### src/inc/slc_cfg.svh
// constants for the serial link configuration registers and their controller
// assumes: included by bare name from the package and both ends
// What this block does
// - multiframe length register holds frames minus one
// - 64b/66b modes derive frames from mode
// - host changes length, scrambler only when disabled
// - writing zero to soft sync requests sync
// - soft sync works under any source selection
// - low pin holds request unless no pin
// - lane bit zero uses lanes zero to three
// - lane bit one uses lanes four to seven
// - host refuses a control write picking upper lanes when mode has over eight lanes
// - sync source field picks pin, timestamp, none
// - timestamp source needs timestamp receiver enabled
// - format bit picks offset binary or twos complement
// - scrambler bit controls 8b/10b scrambling
// - 64b/66b modes always scramble
// - link disabled holds block, lanes, counter off
`ifndef SLC_CFG_SVH
`define SLC_CFG_SVH
`define SLC_ADDR_W 12
`define SLC_DATA_W 8
`define SLC_OFF_LINK_EN 12'h200
`define SLC_OFF_MODE 12'h201
`define SLC_OFF_FRAMES 12'h202
`define SLC_OFF_SYNC 12'h203
`define SLC_OFF_CTRL 12'h204
`define SLC_OFF_TEST 12'h205
`define SLC_RST_LINK_EN 8'h01
`define SLC_RST_MODE 8'h02
`define SLC_RST_FRAMES 8'h1F
`define SLC_RST_SYNC 8'h01
`define SLC_RST_CTRL 8'h03
`define SLC_RST_TEST 8'h00
`define SLC_BIT_LINK_EN 0
`define SLC_BIT_SOFT_SYNC 0
`define SLC_BIT_SCRAMBLE 0
`define SLC_BIT_FMT 1
`define SLC_SYNC_SEL_LO 2
`define SLC_SYNC_SEL_HI 3
`define SLC_BIT_UPPER 4
`define SLC_TEST_W 5
`define SLC_K_W 11
`define SLC_K_6466_SCALE 11'h100
`define SLC_LANES_LOWER 8'h0F
`define SLC_LANES_UPPER 8'hF0
`define SLC_UPPER_LANE_LIMIT 6'h08
`define SLC_AXI_ADDR_W 4
`define SLC_AXI_OFF_ADDR 4'h0
`define SLC_AXI_OFF_WDATA 4'h4
`define SLC_AXI_OFF_CMD 4'h8
`define SLC_AXI_OFF_STATUS 4'hC
`define SLC_CMD_WRITE 0
`define SLC_CMD_READ 1
`define SLC_ST_BUSY 0
`define SLC_ST_DONE 1
`define SLC_ST_REFUSED 2
`define SLC_ST_TS_RX 3
`define SLC_ST_RDATA_LO 8
`define SLC_RESP_OKAY 2'h0
`define SLC_RESP_SLVERR 2'h2
`endif

### src/inc/slc_pkg.sv
// types shared by the link configuration device and its controller
// assumes: slc_cfg.svh on the include path
`include "slc_cfg.svh"
package slc_pkg;
  typedef enum logic [1:0] {
    SLC_SYNC_DEDICATED = 2'h0,
    SLC_SYNC_TIMESTAMP = 2'h1,
    SLC_SYNC_NONE = 2'h2,
    SLC_SYNC_RSVD = 2'h3
  } slc_sync_sel_type;

  typedef struct packed {
    logic is_6466;
    logic [2:0] e;
    logic [3:0] f;
    // six bits so that a count of 32 lanes does not wrap to zero
    logic [5:0] lanes;
  } slc_mode_info_type;

  // mode decode: bit6 encoding, [5:4] lane count, [3:2] F, [1:0] E
  function automatic slc_mode_info_type slc_decode_mode(input logic [7:0] mode);
    slc_mode_info_type m;
    m.is_6466 = mode[6];
    m.e = {1'b0, mode[1:0]} + 3'h1;
    m.f = 4'h1 << mode[3:2];
    m.lanes = 6'h04 << mode[5:4];
    return m;
  endfunction
endpackage

### src/inc/slc_link_if.sv
// register port between the configuration controller and the device
// assumes: one clock shared by both ends
`timescale 1ns/100ps
`default_nettype none
`include "slc_cfg.svh"
interface slc_link_if;
  logic reg_req;
  logic reg_we;
  logic [`SLC_ADDR_W-1:0] reg_addr;
  logic [`SLC_DATA_W-1:0] reg_wdata;
  logic reg_ack;
  logic [`SLC_DATA_W-1:0] reg_rdata;
  modport dev (
    input reg_req,
    input reg_we,
    input reg_addr,
    input reg_wdata,
    output reg_ack,
    output reg_rdata
  );
  modport ctl (
    output reg_req,
    output reg_we,
    output reg_addr,
    output reg_wdata,
    input reg_ack,
    input reg_rdata
  );
endinterface
`default_nettype wire

### src/rtl/slc_device.sv
// device end: link configuration registers and the link controls they steer
// assumes: controller pulses reg_req for one cycle; sync pins synchronous to aclk
`timescale 1ns/100ps
`default_nettype none
`include "slc_cfg.svh"
module slc_device (
  input wire logic aclk,
  input wire logic aresetn,
  slc_link_if.dev link,
  input wire logic dedicated_sync_input,
  input wire logic timestamp_input,
  input wire logic frame_strobe,
  output logic link_block_reset,
  output logic link_clk_en,
  output logic [7:0] lane_enable_a,
  output logic [7:0] lane_enable_b,
  output logic [`SLC_K_W-1:0] frames_per_multiframe,
  output logic multiframe_boundary,
  output logic scramble_active,
  output logic sample_format,
  output logic sync_request_n,
  output logic [`SLC_TEST_W-1:0] link_test_select
);
  logic [7:0] link_enable_q, link_enable_d;
  logic [7:0] link_mode_select_q, link_mode_select_d;
  logic [7:0] frames_per_multiframe_minus_one_q, frames_per_multiframe_minus_one_d;
  logic [7:0] soft_sync_request_n_q, soft_sync_request_n_d;
  logic [7:0] link_control_q, link_control_d;
  logic [7:0] link_test_q, link_test_d;
  logic ack_q, ack_d;
  logic [7:0] rdata_q, rdata_d;
  logic blk_rst_q, blk_rst_d;
  logic clk_en_q, clk_en_d;
  logic [7:0] lane_q, lane_d;
  logic [`SLC_K_W-1:0] k_q, k_d;
  logic scramble_q, scramble_d;
  logic fmt_q, fmt_d;
  logic sync_n_q, sync_n_d;
  logic [`SLC_K_W-1:0] mf_cnt_q, mf_cnt_d;
  logic mf_pulse_q, mf_pulse_d;
  slc_pkg::slc_mode_info_type mode_info;
  slc_pkg::slc_sync_sel_type sync_sel;
  logic pin_level;
  logic en;

  // unmapped offsets read as zero
  function automatic logic [7:0] read_mux(input logic [`SLC_ADDR_W-1:0] a);
    logic [7:0] v;
    v = 8'h00;
    if (a == `SLC_OFF_LINK_EN)
      v = link_enable_q;
    else if (a == `SLC_OFF_MODE)
      v = link_mode_select_q;
    else if (a == `SLC_OFF_FRAMES)
      v = frames_per_multiframe_minus_one_q;
    else if (a == `SLC_OFF_SYNC)
      v = soft_sync_request_n_q;
    else if (a == `SLC_OFF_CTRL)
      v = link_control_q;
    else if (a == `SLC_OFF_TEST)
      v = link_test_q;
    return v;
  endfunction

  // register file
  always_comb
  begin
    link_enable_d = link_enable_q;
    link_mode_select_d = link_mode_select_q;
    frames_per_multiframe_minus_one_d = frames_per_multiframe_minus_one_q;
    soft_sync_request_n_d = soft_sync_request_n_q;
    link_control_d = link_control_q;
    link_test_d = link_test_q;
    ack_d = link.reg_req;
    rdata_d = rdata_q;
    if (link.reg_req && link.reg_we)
    begin
      if (link.reg_addr == `SLC_OFF_LINK_EN)
        link_enable_d = link.reg_wdata;
      else if (link.reg_addr == `SLC_OFF_MODE)
        link_mode_select_d = link.reg_wdata;
      else if (link.reg_addr == `SLC_OFF_FRAMES)
        frames_per_multiframe_minus_one_d = link.reg_wdata;
      else if (link.reg_addr == `SLC_OFF_SYNC)
        soft_sync_request_n_d = link.reg_wdata;
      else if (link.reg_addr == `SLC_OFF_CTRL)
        link_control_d = link.reg_wdata;
      else if (link.reg_addr == `SLC_OFF_TEST)
        link_test_d = link.reg_wdata;
    end
    else if (link.reg_req)
      rdata_d = read_mux(link.reg_addr);
  end

  always_ff @(posedge aclk)
  begin
    if (!aresetn)
    begin
      link_enable_q <= `SLC_RST_LINK_EN;
      link_mode_select_q <= `SLC_RST_MODE;
      frames_per_multiframe_minus_one_q <= `SLC_RST_FRAMES;
      soft_sync_request_n_q <= `SLC_RST_SYNC;
      link_control_q <= `SLC_RST_CTRL;
      link_test_q <= `SLC_RST_TEST;
      ack_q <= 1'b0;
      rdata_q <= 8'h00;
    end
    else
    begin
      link_enable_q <= link_enable_d;
      link_mode_select_q <= link_mode_select_d;
      frames_per_multiframe_minus_one_q <= frames_per_multiframe_minus_one_d;
      soft_sync_request_n_q <= soft_sync_request_n_d;
      link_control_q <= link_control_d;
      link_test_q <= link_test_d;
      ack_q <= ack_d;
      rdata_q <= rdata_d;
    end
  end

  // link controls derived from the registers
  always_comb
  begin
    mode_info = slc_pkg::slc_decode_mode(link_mode_select_q);
    sync_sel = slc_pkg::slc_sync_sel_type'(
      link_control_q[`SLC_SYNC_SEL_HI:`SLC_SYNC_SEL_LO]);
    en = link_enable_q[`SLC_BIT_LINK_EN];
    case (sync_sel)
      slc_pkg::SLC_SYNC_DEDICATED: pin_level = dedicated_sync_input;
      slc_pkg::SLC_SYNC_TIMESTAMP: pin_level = timestamp_input;
      // reserved code behaves as no pin
      default: pin_level = 1'b1;
    endcase
    // soft bit and pin combine regardless of selection
    sync_n_d = soft_sync_request_n_q[`SLC_BIT_SOFT_SYNC] & pin_level;
    blk_rst_d = !en;
    clk_en_d = en;
    if (!en)
      lane_d = 8'h00;
    else if (link_control_q[`SLC_BIT_UPPER])
      lane_d = `SLC_LANES_UPPER;
    else
      lane_d = `SLC_LANES_LOWER;
    // 64b/66b: register ignored, K from mode; 8b/10b: K is register plus one
    if (mode_info.is_6466)
      k_d = (`SLC_K_6466_SCALE * {8'h00, mode_info.e}) / {7'h00, mode_info.f};
    else
      k_d = {3'h0, frames_per_multiframe_minus_one_q} + 11'h001;
    scramble_d = mode_info.is_6466 | link_control_q[`SLC_BIT_SCRAMBLE];
    fmt_d = link_control_q[`SLC_BIT_FMT];
  end

  // multiframe counter, held at zero while disabled
  always_comb
  begin
    mf_cnt_d = mf_cnt_q;
    mf_pulse_d = 1'b0;
    if (!en)
      mf_cnt_d = 11'h000;
    else if (frame_strobe)
    begin
      if (mf_cnt_q >= k_q - 11'h001)
      begin
        mf_cnt_d = 11'h000;
        mf_pulse_d = 1'b1;
      end
      else
        mf_cnt_d = mf_cnt_q + 11'h001;
    end
  end

  always_ff @(posedge aclk)
  begin
    if (!aresetn)
    begin
      blk_rst_q <= 1'b0;
      clk_en_q <= 1'b1;
      lane_q <= `SLC_LANES_LOWER;
      k_q <= 11'h020;
      scramble_q <= 1'b1;
      fmt_q <= 1'b1;
      sync_n_q <= 1'b1;
      mf_cnt_q <= 11'h000;
      mf_pulse_q <= 1'b0;
    end
    else
    begin
      blk_rst_q <= blk_rst_d;
      clk_en_q <= clk_en_d;
      lane_q <= lane_d;
      k_q <= k_d;
      scramble_q <= scramble_d;
      fmt_q <= fmt_d;
      sync_n_q <= sync_n_d;
      mf_cnt_q <= mf_cnt_d;
      mf_pulse_q <= mf_pulse_d;
    end
  end

  assign link.reg_ack = ack_q;
  assign link.reg_rdata = rdata_q;
  assign link_block_reset = blk_rst_q;
  assign link_clk_en = clk_en_q;
  // both links share one mapping
  assign lane_enable_a = lane_q;
  assign lane_enable_b = lane_q;
  assign frames_per_multiframe = k_q;
  assign multiframe_boundary = mf_pulse_q;
  assign scramble_active = scramble_q;
  assign sample_format = fmt_q;
  assign sync_request_n = sync_n_q;
  assign link_test_select = link_test_q[`SLC_TEST_W-1:0];
endmodule
`default_nettype wire

### src/flat_wrapper.sv
// flat-port wrapper written by rule: the top's interface ports become plain ports
module slc_device_flat 
  (aclk, aresetn, dedicated_sync_input, timestamp_input, frame_strobe, link_block_reset, link_clk_en, lane_enable_a, lane_enable_b, frames_per_multiframe, multiframe_boundary, scramble_active, sample_format, sync_request_n, link_test_select, link_reg_req, link_reg_we, link_reg_addr, link_reg_wdata, link_reg_ack, link_reg_rdata);
  slc_link_if link_i ();
  input wire logic aclk;
  input wire logic aresetn;
  input wire logic dedicated_sync_input;
  input wire logic timestamp_input;
  input wire logic frame_strobe;
  output logic link_block_reset;
  output logic link_clk_en;
  output logic [7:0] lane_enable_a;
  output logic [7:0] lane_enable_b;
  output logic [`SLC_K_W-1:0] frames_per_multiframe;
  output logic multiframe_boundary;
  output logic scramble_active;
  output logic sample_format;
  output logic sync_request_n;
  output logic [`SLC_TEST_W-1:0] link_test_select;
  input wire logic [$bits(link_i.reg_req)-1:0] link_reg_req;
  input wire logic [$bits(link_i.reg_we)-1:0] link_reg_we;
  input wire logic [$bits(link_i.reg_addr)-1:0] link_reg_addr;
  input wire logic [$bits(link_i.reg_wdata)-1:0] link_reg_wdata;
  output wire logic [$bits(link_i.reg_ack)-1:0] link_reg_ack;
  output wire logic [$bits(link_i.reg_rdata)-1:0] link_reg_rdata;
  assign link_i.reg_req = link_reg_req;
  assign link_i.reg_we = link_reg_we;
  assign link_i.reg_addr = link_reg_addr;
  assign link_i.reg_wdata = link_reg_wdata;
  assign link_reg_ack = link_i.reg_ack;
  assign link_reg_rdata = link_i.reg_rdata;
  slc_device u_core (.aclk(aclk), .aresetn(aresetn), .link(link_i), .dedicated_sync_input(dedicated_sync_input), .timestamp_input(timestamp_input), .frame_strobe(frame_strobe), .link_block_reset(link_block_reset), .link_clk_en(link_clk_en), .lane_enable_a(lane_enable_a), .lane_enable_b(lane_enable_b), .frames_per_multiframe(frames_per_multiframe), .multiframe_boundary(multiframe_boundary), .scramble_active(scramble_active), .sample_format(sample_format), .sync_request_n(sync_request_n), .link_test_select(link_test_select));
endmodule
### config.mk
export PLATFORM = sky130hd
export DESIGN_NAME = slc_device_flat
export DESIGN_NICKNAME = d
export VERILOG_FILES = /design/src/inc/slc_pkg.sv /design/src/inc/slc_link_if.sv /design/src/rtl/slc_device.sv /design/src/flat_wrapper.sv
export VERILOG_INCLUDE_DIRS = /design/src /design/src/inc
export SDC_FILE = /design/constraint.sdc
export NUM_CORES = 1
export LEC_CHECK = 0
export ABC_AREA = 1
export CAP_MARGIN = 30
export CORE_MARGIN = 2
export CORE_UTILIZATION = 59
export DETAILED_ROUTE_END_ITERATION = 8
export DONT_BUFFER_PORTS = 1
export PLACE_DENSITY = 0.89
export SETUP_SLACK_MARGIN = 0.05
export SLEW_MARGIN = 20
export SYNTH_ARGS = -nofsm -noshare
export SYNTH_HDL_FRONTEND = slang
export SYNTH_SLANG_ARGS = --single-unit
### constraint.sdc
create_clock -name aclk -period 9.2 [get_ports aclk]
set_clock_uncertainty 0.15 [all_clocks]
set_input_delay 0.46 -clock aclk [delete_from_list [all_inputs] [get_ports aclk]]
set_output_delay 0.46 -clock aclk [all_outputs]
set_load 0.05 [all_outputs]
==> flow_summary.ini <==
[pwr]
p_int_mw = 0.9934
swShare_pct = 45.56
clockPowerShare_pct = 21.5
p_leak_nw = 3.943
irDropWorstVdd_mv = 0.1679
pwr-share-comb_pct = 57.1
pwr_density_cell_nw_per_um2 = 219.5
p_seq_share_pct = 21.4
p_switching_mw = 0.8312

[cts]
ctsHtreeMaxLevel = 3
cts.sinks = 87
cts_root_buf = clkbuf_16
cts_tree = built
ctsHoldBuffers = 0
clkLatencyLatePin_ns = 0.35
clockBufferDepth = 2
cts.clk_slew.worst_paths_ns = 0.07
cts_buffers = 9

[worst_setup_path]
critPathKind = reg2reg
r2r_slack_ns = -0.43
crit_fanout = 6
slowest_stage = dfxtp_4
required_ns = 9.28
endpoint_kind = flop
critPathMaxStageDelay_ns = 0.37
rr_worst_depth = 73
r2r-start = u_core.link_mode_select_q[2]
startpoint_type = flop
r2r_end = u_core.frames_per_multiframe[0]
crit_top_cell = ha_4
arrival_ns = 9.71

[timing]
holdWs_ns = 0.04412
setup_ws_ns = -0.4270
setup_violations = 2
fmax_ghz = 0.1039
tightest_slew_ns = 1.034
slew_headroom_pct = 30.83
post-route-period-util_pct = 104.6
slew_viol_final = 0
hold_viol_final = 0
finalCriticalPeriod_ns = 9.627
rsz0062_at_grt = yes

[synth]
synth_area_leaders = dfxtp_1 26%, nand2_1 8.8%, inv_1 7.6%
synth_enable_flop_cells = 0
ys_seq_elements = 87
ys_seq_area_share_pct = 25.59
synth-main-ff-cell = dfxtp_1
yosysWarnings = 0
synth_nets = 1034
synth_cells = 966
ys_types = 51
syn_area_per_cell_sq_um = 7.046
synth_area_leader_cell = dfxtp_1
async_flop_share_pct = 0
netlist_area_sq_um = 6807
synthTopCellsByCount = 160 x nand2_1, 137 x inv_1, 87 x dfxtp_1
yosysMostFrequentCell = nand2_1
synth_top_cell_area_share_pct = 25.59

[drt]
drt_pass1_iterations = 9
ant_nets = 0
wirelength_um = 22500
vias = 7377
post_drt_wl_per_cell_um = 19.38
viasPerCell = 6.354
drtIter0Drc = 1115
drc = 1

[place]
hpwl_um = 12520
io_buffers = 0
gp_congestion = 1.001
pre_cts_ws_ns = -0.3964

[layout]
drive_gt1_share_pct = 28.49
area_growth_pct = 22.11
fin_nets = 1081
antennaDiodeCount = 0

[hold_path]
min_path_cells = 1
whs_endpoint = u_core.sample_format
hold_path_startpoint = aresetn
holdCritPathClass = in2reg

[run]
max-cap-violations = 0

[grt]
grt_pass1_wl_um = 28590
grt_start_max_net_pins = 66
antenna_found_initial = 0
grt_pass1_vias = 6332
grt_usage_pct = 27.46
grt_remaining_overflow = 0

[die]
die_w_um = 111.4
io_pins = 74
fp.dieH_um = 111.4
core_sq_um = 11320
dieArea_sq_um = 12410
rows = 39
initial_core_util_pct = 60.12

[run_status]
violations = design-rule violations, negative setup slack
status = complete, but fails checks
[area by class of cell]
cell class	instances	area, sq um
clock buffers	11	242.7
clock inverters	5	80.08
fillers	716	3009
multi-input cells	691	4862
repair buffers	73	604.3
inverters	151	586.8
flip-flops and latches	87	1757
well taps	143	178.9
[worst max-delay path, delay by kind of cell (launching register included)]
kind	cells	cell delay, ns
compound gates	7	1.41
xor+xnor	1	0.17
fa+ha+maj	9	2.04
buf+inv	13	0.97
flops	1	0.37
simple gates	43	4.37
[layer usage]
layer / vias up / part of all wire, % / GRT usage [%]
met5: - / 0 / 0
met4: 0 / 6.9 / 11.03
met3: 189 / 11 / 6.206
met2: 569 / 46 / 46.02
met1: 3342 / 36 / 34.40
li1: 3277 / - / -
[sequential cells by signal, indices dropped and copies added (netlist names), 2 cells and up]
name,count
u_core.mf_cnt_q,11
u_core.link_enable_q,8
u_core.link_test_q,8
u_core.frames_per_multiframe,11
u_core.link.reg_rdata,8
u_core.lane_enable_a,2
u_core.link_mode_select_q,8
u_core.link_control_q,8
u_core.soft_sync_request_n_q,8
u_core.frames_per_multiframe_minus_one_q,8
[metrics by stage]
step	instances	setup TNS [ns]	util, %	cell area, sq um	total power [mW]
6_report	1161	-0.4699	73.42	8312	1.825
5_1_grt	1161	-1.182	73.42	8312	1.907
4_1_cts	1116	0	66.16	7490	1.548
3_5_place_dp	1089	-0.3964	62.19	7041	1.139
3_3_place_gp	1086	-0.1381	61.66	6980	1.124
2_1_floorplan	966	0	-	6944	1.028
[placed cells by master, fill, tap and decap left out, drive strengths merged, types with 14 or more instances in the layout]
cell type    n
xnor2       14
nand3       85
nor2        98
ha          40
buf         73
a21oi       64
xor2        17
o21ai       67
inv        149
nand2      204
dfxtp       87
nor3        16
nand4       22
[power by group through the flow]
stage          Clock (mW)  Sequential (mW)  Combinational (mW)
2_1_floorplan           0            0.398               0.630
3_3_place_gp            0            0.399               0.725
3_5_place_dp            0            0.399               0.740
4_1_cts             0.393            0.390               0.765
5_1_grt             0.410            0.390                1.11
6_report            0.393            0.390                1.04
[logic make-up (layout without fill, tap and decap cells)]
| kind of cell | count (synthesis) | count (layout) | share of synthesized area (%) |
|---|---|---|---|
| fa+ha+maj | 41 | 41 | 7.647 |
| simple gates | 442 | 442 | 35.29 |
| xor+xnor | 31 | 31 | 3.989 |
| flops | 87 | 87 | 25.59 |
| compound gates | 177 | 177 | 15.35 |
| buf+inv | 188 | 240 | 12.13 |
[timing repair]
action	4_1_cts	5_1_grt
endpoints found under the hold margin	0	0
gates resized for setup	12	116
setup buffers	11	44
pin swaps	8	86
setup endpoints to repair	2	2
[how the worst max path moves through the flow]
stage / startpoint / end / slack, ns / depth (start not counted)
after floorplan: u_core.link_mode_select_q[3] / u_core.frames_per_multiframe[0] / 0.07 / 81
after global placement: u_core.link_mode_select_q[1] / u_core.frames_per_multiframe[0] / -0.14 / 73
after detailed placement: u_core.link_mode_select_q[1] / u_core.frames_per_multiframe[0] / -0.40 / 73
after CTS: u_core.link_mode_select_q[3] / u_core.frames_per_multiframe[0] / 0.05 / 79
after global routing: u_core.link_mode_select_q[2] / u_core.frames_per_multiframe[0] / -0.79 / 70
final: u_core.link_mode_select_q[2] / u_core.frames_per_multiframe[0] / -0.43 / 73
No activity file was read; power rests on OpenSTA's default activity.
